### src/ers_pkg.sv
// package: constants, register map and carrier types of the e1 receive signaling select block
// Function
// - nat8 enable takes non-FAS bit 7
// - nat7 enable takes non-FAS bit 6
// - nat6 enable takes non-FAS bit 5
// - nat5 enable takes non-FAS bit 4
// - nat4 enable takes non-FAS bit 3
// - national enables honoured only for codes 000/001/100
// - those codes treat national bits as data link
// - select field routes D/E, national, timeslot 16
// - codes 001/011 enable CAS, route timeslot 16
// - code 010 forces ones, timeslot 16 only
// - CAS codes put timeslot 16 on overhead
// - CAS timeslot 16 selectable, serial among them
// - change flags ts0..7, bit 7 is ts0
// - flag sets on CAS change while CAS locked, read clears
// - timeslot 0 flag never sets
// - flags update only with CAS stream
`default_nettype none
package ers_pkg;
  // register indices, byte address is index times four
  localparam logic [11:0] IDX_SEL      = 12'h10C;
  localparam logic [11:0] IDX_CHG      = 12'h10D;
  localparam logic [11:0] IDX_ROUTE    = 12'h110;
  localparam logic [11:0] IDX_STAT     = 12'h111;
  localparam logic [11:0] IDX_MASK     = 12'h112;
  localparam logic [11:0] IDX_ARR_BASE = 12'h500;
  localparam logic [11:0] IDX_ARR_LAST = 12'h51F;
  localparam int          ARR_DEPTH    = 32;
  localparam int          CHG_SLOTS    = 8;
  // reset values
  localparam logic [7:0]  SEL_RESET    = 8'h00;
  localparam logic [7:0]  CHG_RESET    = 8'h00;
  localparam logic [7:0]  ROUTE_RESET  = 8'h0C;
  localparam logic [1:0]  STAT_RESET   = 2'h0;
  localparam logic [1:0]  MASK_RESET   = 2'h0;
  // select codes
  localparam logic [2:0]  SEL_DL_PLAIN = 3'h0;
  localparam logic [2:0]  SEL_DL_CAS   = 3'h1;
  localparam logic [2:0]  SEL_ONES     = 3'h2;
  localparam logic [2:0]  SEL_ONES_CAS = 3'h3;
  localparam logic [2:0]  SEL_DL_SIG   = 3'h4;
  // timeslots and multiframe positions
  localparam logic [4:0]  TS_FRAME     = 5'h00;
  localparam logic [4:0]  TS_SIG       = 5'h10;
  localparam logic [3:0]  MF_ALIGN     = 4'h0;
  localparam logic [3:0]  MF_LAST_CHG  = 4'h7;
  localparam logic [4:0]  NAT_ONES     = 5'h1F;
  // status bit positions
  localparam int          STAT_CHG     = 0;
  localparam int          STAT_DL      = 1;
  localparam int          STAT_W       = 2;

  // select register layout: enables for nat8..nat4 then code
  typedef struct packed {
    logic [4:0] nat_en;
    logic [2:0] code;
  } ers_sel_s;

  // destination register layout
  typedef struct packed {
    logic [2:0] unused;
    logic       de_to_serial;
    logic       ts16_serial;
    logic       ts16_array;
    logic       ts16_overhead;
    logic       ts16_signaling;
  } ers_route_s;

  // one received timeslot from the framer
  typedef struct packed {
    logic       valid;
    logic       fas;
    logic       de;
    logic [3:0] mf;
    logic [4:0] num;
    logic [7:0] data;
  } ers_slot_s;

  // one byte handed to a pin
  typedef struct packed {
    logic       valid;
    logic [7:0] data;
  } ers_byte_s;
endpackage
`default_nettype wire

### src/ers_top.sv
// module: e1 receive signaling and data link select with change flags
`timescale 1ns/10ps
`default_nettype none
module ers_top (
  // clock and reset
  input  wire logic             pclk,
  input  wire logic             presetn,
  // apb slave
  input  wire logic             psel,
  input  wire logic             penable,
  input  wire logic             pwrite,
  input  wire logic [13:0]      paddr,
  input  wire logic [31:0]      pwdata,
  output var  logic [31:0]      prdata,
  output var  logic             pready,
  output var  logic             pslverr,
  // receive framer stream
  input  wire ers_pkg::ers_slot_s rx_slot,
  input  wire logic             rx_cas_locked,
  // terminal equipment pins
  output var  ers_pkg::ers_byte_s rx_serial_out,
  output var  ers_pkg::ers_byte_s rx_fractional_out,
  output var  ers_pkg::ers_byte_s rx_overhead_out,
  output var  ers_pkg::ers_byte_s rx_signaling_out,
  output var  logic [4:0]       rx_dl_bits,
  output var  logic [4:0]       rx_dl_valid,
  // interrupt
  output var  logic             irq
);
  import ers_pkg::*;

  // register state
  ers_sel_s        rx_sig_link_select_reg;
  ers_route_s      route;
  logic [7:0]      rx_sig_change_reg0;
  logic [STAT_W-1:0] status;
  logic [STAT_W-1:0] mask;
  logic [7:0]      rx_signaling_array [ARR_DEPTH];

  // apb decode
  logic            acc_done;
  logic            wr_done;
  logic            rd_done;
  logic [11:0]     idx;
  logic            hit_arr;
  logic            mapped;
  logic [31:0]     next_prdata;

  // stream decode
  logic [2:0]      code;
  logic            nat_ok;
  logic            nat_ones;
  logic            cas_on;
  logic            ts16_ext;
  logic            code_used;
  logic            is_ts0_nfas;
  logic            is_ts16;
  logic            de_frac;
  logic            de_sig;
  logic            ts16_hold;
  logic            arr_wr;
  logic            chg_hit;
  logic [7:0]      chg_set;
  logic            chg_clr;
  logic            dl_event;

  // access completes on the edge where pready is seen high
  assign acc_done  = psel & penable & pready;
  assign wr_done   = acc_done & pwrite;
  assign rd_done   = acc_done & ~pwrite;
  assign idx       = paddr[13:2];
  assign hit_arr   = (idx >= IDX_ARR_BASE) && (idx <= IDX_ARR_LAST);
  assign mapped    = hit_arr || (idx == IDX_SEL) || (idx == IDX_CHG) ||
                     (idx == IDX_ROUTE) || (idx == IDX_STAT) || (idx == IDX_MASK);

  // select code classes
  assign code      = rx_sig_link_select_reg.code;
  assign nat_ok    = (code == SEL_DL_PLAIN) || (code == SEL_DL_CAS) ||
                     (code == SEL_DL_SIG);
  assign nat_ones  = (code == SEL_ONES) || (code == SEL_ONES_CAS);
  assign cas_on    = (code == SEL_DL_CAS) || (code == SEL_ONES_CAS);
  assign ts16_ext  = cas_on || (code == SEL_ONES);
  assign code_used = nat_ok || nat_ones;

  // slot classes
  assign is_ts0_nfas = rx_slot.valid & (rx_slot.num == TS_FRAME) & ~rx_slot.fas;
  assign is_ts16     = rx_slot.valid & (rx_slot.num == TS_SIG);

  // d/e channel leaves serial under codes 000..100 unless routed there
  assign de_frac   = rx_slot.valid & rx_slot.de & code_used & ~route.de_to_serial &
                     (code != SEL_DL_SIG);
  assign de_sig    = rx_slot.valid & rx_slot.de & ~route.de_to_serial &
                     (code == SEL_DL_SIG);

  // timeslot 16 withheld from serial when extracted elsewhere
  assign ts16_hold = is_ts16 & ts16_ext & ~route.ts16_serial;

  // array write: cas modes always keep the signaling store, code 010 on request
  assign arr_wr    = is_ts16 & (cas_on | ((code == SEL_ONES) & route.ts16_array));

  // cas nibble for timeslots 1..7 differs from the stored copy
  assign chg_hit   = is_ts16 & cas_on & rx_cas_locked & (rx_slot.mf != MF_ALIGN) &
                     (rx_slot.mf <= MF_LAST_CHG) &
                     (rx_slot.data[7:4] !=
                      rx_signaling_array[{1'b0, rx_slot.mf}][3:0]);

  assign chg_clr   = rd_done & (idx == IDX_CHG);
  assign dl_event  = is_ts0_nfas & ((nat_ok & (|rx_sig_link_select_reg.nat_en)) | nat_ones);

  // per-bit set terms, bit 7 is timeslot 0 and stays inert
  genvar gi;
  generate
    for (gi = 0; gi < CHG_SLOTS; gi = gi + 1) begin : g_chg
      if (gi == CHG_SLOTS - 1) begin : g_ts0
        assign chg_set[gi] = 1'b0;
      end else begin : g_tsn
        assign chg_set[gi] = chg_hit &
                             (rx_slot.mf == 4'(CHG_SLOTS - 1 - gi));
      end
    end
  endgenerate

  // read data mux
  always_comb begin
    next_prdata = 32'h0000_0000;
    if (hit_arr) begin
      next_prdata[7:0] = rx_signaling_array[paddr[6:2]];
    end else begin
      case (idx)
        IDX_SEL:   next_prdata[7:0] = rx_sig_link_select_reg;
        IDX_CHG:   next_prdata[7:0] = rx_sig_change_reg0;
        IDX_ROUTE: next_prdata[7:0] = route;
        IDX_STAT:  next_prdata[STAT_W-1:0] = status;
        IDX_MASK:  next_prdata[STAT_W-1:0] = mask;
        default:   next_prdata = 32'h0000_0000;
      endcase
    end
  end

  // apb handshake: one wait state, answer registered
  always_ff @(posedge pclk or negedge presetn) begin
    if (!presetn) begin
      pready  <= 1'b0;
      prdata  <= 32'h0000_0000;
      pslverr <= 1'b0;
    end else begin
      pready  <= psel & penable & ~pready;
      prdata  <= (psel & penable & ~pready & ~pwrite) ? next_prdata : 32'h0000_0000;
      pslverr <= psel & penable & ~pready & ~mapped;
    end
  end

  // select register, code resets to 000
  always_ff @(posedge pclk or negedge presetn) begin
    if (!presetn) begin
      rx_sig_link_select_reg <= SEL_RESET;
    end else if (wr_done && idx == IDX_SEL) begin
      rx_sig_link_select_reg <= pwdata[7:0];
    end
  end

  // destination register
  always_ff @(posedge pclk or negedge presetn) begin
    if (!presetn) begin
      route <= ROUTE_RESET;
    end else if (wr_done && idx == IDX_ROUTE) begin
      route <= pwdata[7:0];
    end
  end

  // change flags: clear only what the read reported, a later set survives
  always_ff @(posedge pclk or negedge presetn) begin
    if (!presetn) begin
      rx_sig_change_reg0 <= CHG_RESET;
    end else begin
      rx_sig_change_reg0 <= (rx_sig_change_reg0 & ~(prdata[7:0] & {8{chg_clr}})) |
                            chg_set;
    end
  end

  // interrupt status, write one to clear, set wins
  always_ff @(posedge pclk or negedge presetn) begin
    if (!presetn) begin
      status <= STAT_RESET;
    end else begin
      status[STAT_CHG] <= (status[STAT_CHG] &
                           ~(wr_done && idx == IDX_STAT && pwdata[STAT_CHG])) | (|chg_set);
      status[STAT_DL]  <= (status[STAT_DL] &
                           ~(wr_done && idx == IDX_STAT && pwdata[STAT_DL])) | dl_event;
    end
  end

  // interrupt mask
  always_ff @(posedge pclk or negedge presetn) begin
    if (!presetn) begin
      mask <= MASK_RESET;
    end else if (wr_done && idx == IDX_MASK) begin
      mask <= pwdata[STAT_W-1:0];
    end
  end

  // interrupt output
  always_ff @(posedge pclk or negedge presetn) begin
    if (!presetn) begin
      irq <= 1'b0;
    end else begin
      irq <= |(status & mask);
    end
  end

  // signaling array: cas splits the byte into two channel nibbles
  always_ff @(posedge pclk or negedge presetn) begin
    if (!presetn) begin
      for (int i = 0; i < ARR_DEPTH; i++) begin
        rx_signaling_array[i] <= 8'h00;
      end
    end else if (arr_wr) begin
      if (cas_on) begin
        if (rx_slot.mf != MF_ALIGN) begin
          rx_signaling_array[{1'b0, rx_slot.mf}] <= {4'h0, rx_slot.data[7:4]};
          rx_signaling_array[{1'b1, rx_slot.mf}] <= {4'h0, rx_slot.data[3:0]};
        end
      end else begin
        rx_signaling_array[{1'b0, rx_slot.mf}] <= rx_slot.data;
      end
    end
  end

  // serial output carries the payload minus what is extracted
  always_ff @(posedge pclk or negedge presetn) begin
    if (!presetn) begin
      rx_serial_out <= '0;
    end else begin
      rx_serial_out.valid <= rx_slot.valid & ~de_frac & ~de_sig & ~ts16_hold;
      rx_serial_out.data  <= rx_slot.data;
    end
  end

  // fractional output takes the d/e channel
  always_ff @(posedge pclk or negedge presetn) begin
    if (!presetn) begin
      rx_fractional_out <= '0;
    end else begin
      rx_fractional_out.valid <= de_frac;
      rx_fractional_out.data  <= rx_slot.data;
    end
  end

  // overhead output, timeslot 16 only
  always_ff @(posedge pclk or negedge presetn) begin
    if (!presetn) begin
      rx_overhead_out <= '0;
    end else begin
      rx_overhead_out.valid <= is_ts16 & ts16_ext & route.ts16_overhead;
      rx_overhead_out.data  <= rx_slot.data;
    end
  end

  // signaling output: every slot under cas, ts16 only for 010
  always_ff @(posedge pclk or negedge presetn) begin
    if (!presetn) begin
      rx_signaling_out <= '0;
    end else if (de_sig) begin
      rx_signaling_out.valid <= 1'b1;
      rx_signaling_out.data  <= rx_slot.data;
    end else if (cas_on & route.ts16_signaling & rx_slot.valid) begin
      rx_signaling_out.valid <= 1'b1;
      rx_signaling_out.data  <= rx_signaling_array[rx_slot.num];
    end else if ((code == SEL_ONES) & route.ts16_signaling & is_ts16) begin
      rx_signaling_out.valid <= 1'b1;
      rx_signaling_out.data  <= rx_slot.data;
    end else begin
      rx_signaling_out.valid <= 1'b0;
      rx_signaling_out.data  <= rx_signaling_out.data;
    end
  end

  // national bits of non-fas timeslot 0 as data link
  always_ff @(posedge pclk or negedge presetn) begin
    if (!presetn) begin
      rx_dl_bits  <= 5'h00;
      rx_dl_valid <= 5'h00;
    end else if (is_ts0_nfas & nat_ok) begin
      // bit 4 nat8..bit 0 nat4 follow data bits 7..3
      rx_dl_bits[4]  <= rx_slot.data[7] & rx_sig_link_select_reg.nat_en[4];
      rx_dl_bits[3]  <= rx_slot.data[6] & rx_sig_link_select_reg.nat_en[3];
      rx_dl_bits[2]  <= rx_slot.data[5] & rx_sig_link_select_reg.nat_en[2];
      rx_dl_bits[1]  <= rx_slot.data[4] & rx_sig_link_select_reg.nat_en[1];
      rx_dl_bits[0]  <= rx_slot.data[3] & rx_sig_link_select_reg.nat_en[0];
      rx_dl_valid    <= rx_sig_link_select_reg.nat_en;
    end else if (is_ts0_nfas & nat_ones) begin
      rx_dl_bits  <= NAT_ONES;
      rx_dl_valid <= NAT_ONES;
    end else begin
      rx_dl_valid <= 5'h00;
    end
  end
endmodule
`default_nettype wire
### config.mk
export PLATFORM = sky130hd
export DESIGN_NAME = ers_top
export DESIGN_NICKNAME = d
export VERILOG_FILES = /design/src/ers_pkg.sv /design/src/ers_top.sv
export SDC_FILE = /design/constraint.sdc
export NUM_CORES = 1
export LEC_CHECK = 0
export BUFFER_PORTS_ARGS = -buffer_cell sky130_fd_sc_hd__buf_2
export CAP_MARGIN = 40
export CORE_MARGIN = 1
export CORE_UTILIZATION = 60
export CTS_BUF_LIST = sky130_fd_sc_hd__clkbuf_16
export DETAILED_ROUTE_END_ITERATION = 16
export GPL_TIMING_DRIVEN = 0
export PLACE_DENSITY_LB_ADDON = 0.08
export SYNTH_ARGS = -nofsm -noshare
export SYNTH_HDL_FRONTEND = slang
export SYNTH_SLANG_ARGS = --single-unit
### constraint.sdc
create_clock -name pclk -period 2.6 [get_ports pclk]
set_input_delay 0.26 -clock pclk [delete_from_list [all_inputs] [get_ports pclk]]
set_output_delay 0.26 -clock pclk [all_outputs]
set_load 0.005 [all_outputs]
**Yosys cells after proc, flatten, opt, wreduce, memory -nomap -nowiden**

Cells that the tools add are included.

- Output and inout bits: 81
- Register bits: 325
- Input bits: 72
- Word-level logic and storage cells: 218

- Bitwise operators: 76
- Reductions and logical operators: 29
- Muxes and demuxes: 29
- $lt $le $gt $ge: 9
- Equal/unequal tests: 20

Operators by type and width:

| kind | number |
|---|---|
| $bwmux 256 | 3 |
| $mux 256 | 2 |
| $bmux 8 s5 | 3 |
| $demux 8 s5 | 2 |
| $mux 8 | 8 |
| $eq 12x9->1 const B | 5 |
| $and 1x1->1 | 52 |
| $mux 9 | 3 |
| $ge 6x6->1 const B | 4 |
| $mux 5 | 4 |
| $not 5->6 | 3 |
| $pmux 6 s3 | 1 |
| $and 8x8->8 | 2 |
| $eq 4x3->1 const B | 4 |
| $ge 12x11->1 const B | 1 |
| $le 12x11->1 const B | 1 |
| $lt 6x1->1 const B | 2 |
| $logic_or 1x1->1 | 11 |
| $not 1->1 | 11 |
| $pmux 2 s5 | 1 |
| $logic_and 1x1->1 | 9 |
| $eq 4x2->1 const B | 2 |
| $mux 4 | 2 |
| $not 8->8 | 1 |
| other kinds (22) | 26 |

**Logic depth before layout (Yosys ltp)**

- Depth after elaboration: 11
- Mapped depth: 9
- Depth with buffers taken out: 6

**Least setup slack after synthesis**

Ideal clock, no wire load.

- Path type: input port to flip-flop
- Start point: in rx_slot[9] (netlist bit)
- End point: reg rx_signaling_out[4] (netlist bit)
- Buffers on the path: 3
- Arrival time: 2.135 ns
- Cell stages on the path: 6
- Slack: 0.344 ns
- Required time: 2.479 ns
- Library setup time: 0.121 ns
- Cells stage by stage: buf_2 -> buf_1 -> clkbuf_1 -> mux4_2 -> mux4_2 -> a22o_1

- Word-level cells in the longest chain between the ends: 6
- Elaborated cells on any way between the ends: 10
- Classes of those cells: eq/ne (1); mux (5); bitwise (3); reduce/logical (1)

RTL lines:

| element | RTL line | text |
|---|---|---|
| start, declared | ers_top.sv:18 | `input wire ers_pkg::ers_slot_s rx_slot,` |
| $not 5->6 (not written as such) | ers_top.sv:268 | `rx_signaling_out.data <= rx_signaling_array[rx_slot.num];` |
| $bmux 8 s5 | ers_top.sv:268 |  |
| $mux 8 (not written as such) (2 in a row) | ers_top.sv:268 |  |
| $mux 9 | ers_top.sv:266 | `end else if (cas_on & route.ts16_signaling & rx_slot.valid) begin` |
| $mux 9 | ers_top.sv:263 | `end else if (de_sig) begin` |
| end, declared | ers_top.sv:24 | `output var ers_pkg::ers_byte_s rx_signaling_out,` |

Parallel ways exist; a longest one is shown, timed or not. The select of a mux whose other input is x is not followed.
A chain may end at the register's enable or synchronous reset.

**Worst setup path in the final report**

Ends and elaborated chain as after synthesis.

==> run metrics <==
status=complete, no violations; via-per-instance ratio=6.47; routed wire length=40900 microns; minimum period implied by the final worst setup slack=2.59 ns; net count of the finished layout=1397; RR Endpoint=rx_signaling_array[56]; register ranked first by flip-flop count=rx_signaling_array; number of nets still failing antenna checks after routing=0; root buffer cell=sky130_fd_sc_hd__clkbuf_16; Post-Synthesis Mean Instance Area=12.2 sq um; Hold Path Cell Cnt=2; number of rows created at floorplan=55; kind of start point of the critical path=input port; register-to-register path setup slack=0.08 ns; die width=155 microns; length of the first detailed-routing pass in iterations=8; core region area=22800 sq um; worst clock skew=0.0156 ns; via count of the first global-routing pass=10300; count leader, synth=sky130_fd_sc_hd__dfrtp_1; DRC errors left=0; top flip-flop cell by instance count after synthesis=sky130_fd_sc_hd__dfrtp_1; unrepaired setup endpoints after global routing=yes; leading cell types by count after synthesis=259 x sky130_fd_sc_hd__dfrtp_1, 163 x sky130_fd_sc_hd__nand2_1, 121 x sky130_fd_sc_hd__mux4_2, 119 x sky130_fd_sc_hd__o21ai_0, 83 x sky130_fd_sc_hd__mux2_2; placer congestion estimate=1.01; cell area after layout=16400 sq um; fraction of post-synthesis cell area in the top cell type by area=45.9%; distinct cell type count after synthesis=62; largest registers=rx_signaling_array (192), rx_overhead_out (9), rx_signaling_out (9); Hold Vio Cnt, Final=0; number of top-level pins=153; delay of the slowest cell on the worst path=0.66 ns; Clock Tree Buf Depth=3; worst-skew pair later-pin latency=0.55 ns; Slew @ Worst Pin=0.963 ns; first-iteration detailed-routing DRC count=1275; maximum resistive drop on vdd=0.000526 V; leakage power of the design=0.00747 uW; Hold Crit Endpoint=code[0]; launch point of the worst hold path=pwdata[0]; Critical Path, Cell by Cell=buf_2 > buf_1 > clkbuf_1 > mux4_2 > mux4_2 > a22o_1; register bit count reported by yosys=261; leftover overflow at the end of global routing=0; CTS tree=done; number of cells on the worst reg-to-reg path=9; critical path class=input port to register; most frequent cell on the critical path=sky130_fd_sc_hd__mux4_2; number of non-filler instances in the completed layout=1659; number of instances in the synthesized netlist=1156; Max Slew Vio Count=0; arrival time at the worst endpoint=3.03 ns; average wire length per cell after detail routing=24.6 microns; worst min-delay path category=input port to register; launching element of the worst setup path=rx_slot[9]; worst max-slew margin expressed relative to the limit=35.4%; Largest register FFs=192; number of instances in the placed design=1591; share of cells above drive strength 1=33.3%; top cells by area in the synthesized netlist=sky130_fd_sc_hd__dfrtp_1 46%, sky130_fd_sc_hd__mux4_2 19%, sky130_fd_sc_hd__mux2_2 6.6%; overall routing resource usage=35.2%; TritonCTS buffer count=29; maximum capacitance violations=0; initial cell density of the core=61.8%; largest net degree at the start of global routing=115; CP max stage cell=sky130_fd_sc_hd__buf_1; share of flip-flops with an asynchronous set or reset=100%; number of input and output port buffers inserted=92; capturing element type of the critical path=register; Highest Clock Rate=386 MHz; initial antenna violation count=1; worst r2r src=code[1]; number of synthesized flops with an enable pin=0; final setup violation count=0; portion of the post-synthesis area used by sequential elements=46.3%; post-synthesis to final-layout area growth=16.4%; placement-stage cell area=15200 sq um; first-pass GRT wire length=63000 microns; Netlist Area Pre-Place=14100 sq um; detailed-placement wirelength estimate=29700 microns; data required time of the critical path=3.04 ns; number of sinks driven by the clock tree=261; family with the most delay on the worst path=buffers and inverters; number of synthesis warnings=0; floorplan die area=24100 sq um; final critical-path share of the clock period=99.7%; clock transition at the registers of the reported paths=0.06 ns; CP bufs+invs=3; total vias in the final route=10700; critical path fanouts, max=10; P per Cell Area=570 nW/um^2; most area-hungry cell type in the Yosys netlist=sky130_fd_sc_hd__dfrtp_1; die outline height=155 microns; H-Tree Level Count=1
## cell families after synthesis
family                 synth area share (%)
AO/OA/AOI/OAI                          8.48
XOR/XNOR                              0.124
buffers and inverters                  5.19
flip-flops                             46.3
multiplexers                           29.8
other                                0.0266
AND/OR/NAND/NOR                        10.1
## cell type report
cell class              count  area, sq um
clock inverters            22          325
inverters                   5         18.8
clock buffers              29          726
well taps                 313          392
diodes                      1         2.50
fillers                  1651         6410
multi-input cells         780         6970
plain buffers             131          717
flip-flops and latches    261         6540
repair buffers            117          751
## per-stage QoR
stage	TNS [ns]	setup WS (ns)	util [%]	hold slack (ns)	total power, uW
after CTS	0	0.0188	71.9	0.000907	9370
after detailed placement	-8.98	-0.469	66.4	0.199	4830
after global placement	-945.62	-3.42	65.9	0.381	4810
final	0	0.00769	71.9	0.00574	9360
after floorplan	0	0.344	-	-0.0356	4530
after global routing	-0.268	-0.0506	71.9	0.0128	9590
## repair_timing
item | CTS | global route
hold endpoints to repair | 75 | 0
gates cloned | 0 | 0
resized for setup | 8 | 9
hold buffers | 18 | 0
setup endpoints to repair | 55 | 34
setup buffers | 0 | 0
## layer usage
layer,vias to the layer above,part of all wire (%),GRT usage [%]
met3,103,11,7.33
li1,4569,-,-
met1,5369,40,51.3
met4,0,3.7,12.2
met5,-,0,0
met2,693,45,53.1
## worst register-to-register path, delay by kind of cell (launching register included)
kind	cells	cell delay, ns
compound gates	1	0.09
buf+inv	3	0.54
flops	1	0.32
mux	1	0.29
simple gates	4	1.15
## where the power goes
part | leakage, uW | switching, uW | total (uW) | internal [uW]
clock | 0.000519 | 1670 | 4570 | 2900
combinational | 0.00334 | 431 | 689 | 258
sequential | 0.00361 | 15.2 | 4100 | 4090
total | 0.00747 | 2120 | 9360 | 7240
## worst max-delay path by stage
| stage | to | slack (ns) | cells after the start |
|---|---|---|---|
| final | rx_signaling_out[4] | 0.008 | 6 |
| after global routing | rx_signaling_array[197] | -0.05 | 9 |
| after CTS | rx_signaling_out[2] | 0.02 | 6 |
| after detailed placement | rx_signaling_out[4] | -0.47 | 6 |
| after global placement | rx_signaling_array[72] | -3.42 | 1 |
| after floorplan | rx_signaling_out[4] | 0.34 | 6 |
## cell usage in the layout (no fill, tap or decap), types with 3 or more instances in the layout
cell,count
sky130_fd_sc_hd__nor3_2,6
sky130_fd_sc_hd__nor2b_1,11
sky130_fd_sc_hd__nor2_1,33
sky130_fd_sc_hd__clkbuf_16,29
sky130_fd_sc_hd__buf_1,9
sky130_fd_sc_hd__buf_4,47
sky130_fd_sc_hd__mux2_2,83
sky130_fd_sc_hd__and2_1,5
sky130_fd_sc_hd__inv_1,8
sky130_fd_sc_hd__clkinv_1,7
sky130_fd_sc_hd__nor3_1,8
sky130_fd_sc_hd__clkbuf_1,54
sky130_fd_sc_hd__o221ai_1,6
sky130_fd_sc_hd__dfrtp_1,258
sky130_fd_sc_hd__nand2_1,163
sky130_fd_sc_hd__a22oi_1,4
sky130_fd_sc_hd__and3_1,4
sky130_fd_sc_hd__nand2b_1,11
sky130_fd_sc_hd__a21o_1,6
sky130_fd_sc_hd__mux4_2,121
sky130_fd_sc_hd__a221oi_1,3
sky130_fd_sc_hd__clkbuf_2,4
sky130_fd_sc_hd__mux2_4,6
sky130_fd_sc_hd__buf_6,6
sky130_fd_sc_hd__o31ai_1,8
sky130_fd_sc_hd__a221o_1,5
sky130_fd_sc_hd__bufinv_16,9
sky130_fd_sc_hd__or2_2,5
sky130_fd_sc_hd__nand3_1,19
sky130_fd_sc_hd__or3_1,6
sky130_fd_sc_hd__a22o_1,3
sky130_fd_sc_hd__mux2i_1,44
sky130_fd_sc_hd__dlygate4sd3_1,18
sky130_fd_sc_hd__o21ai_0,119
sky130_fd_sc_hd__a222oi_1,8
sky130_fd_sc_hd__conb_1,24
sky130_fd_sc_hd__buf_2,105
sky130_fd_sc_hd__a21oi_1,27
Power figures use the tool's default switching activity.
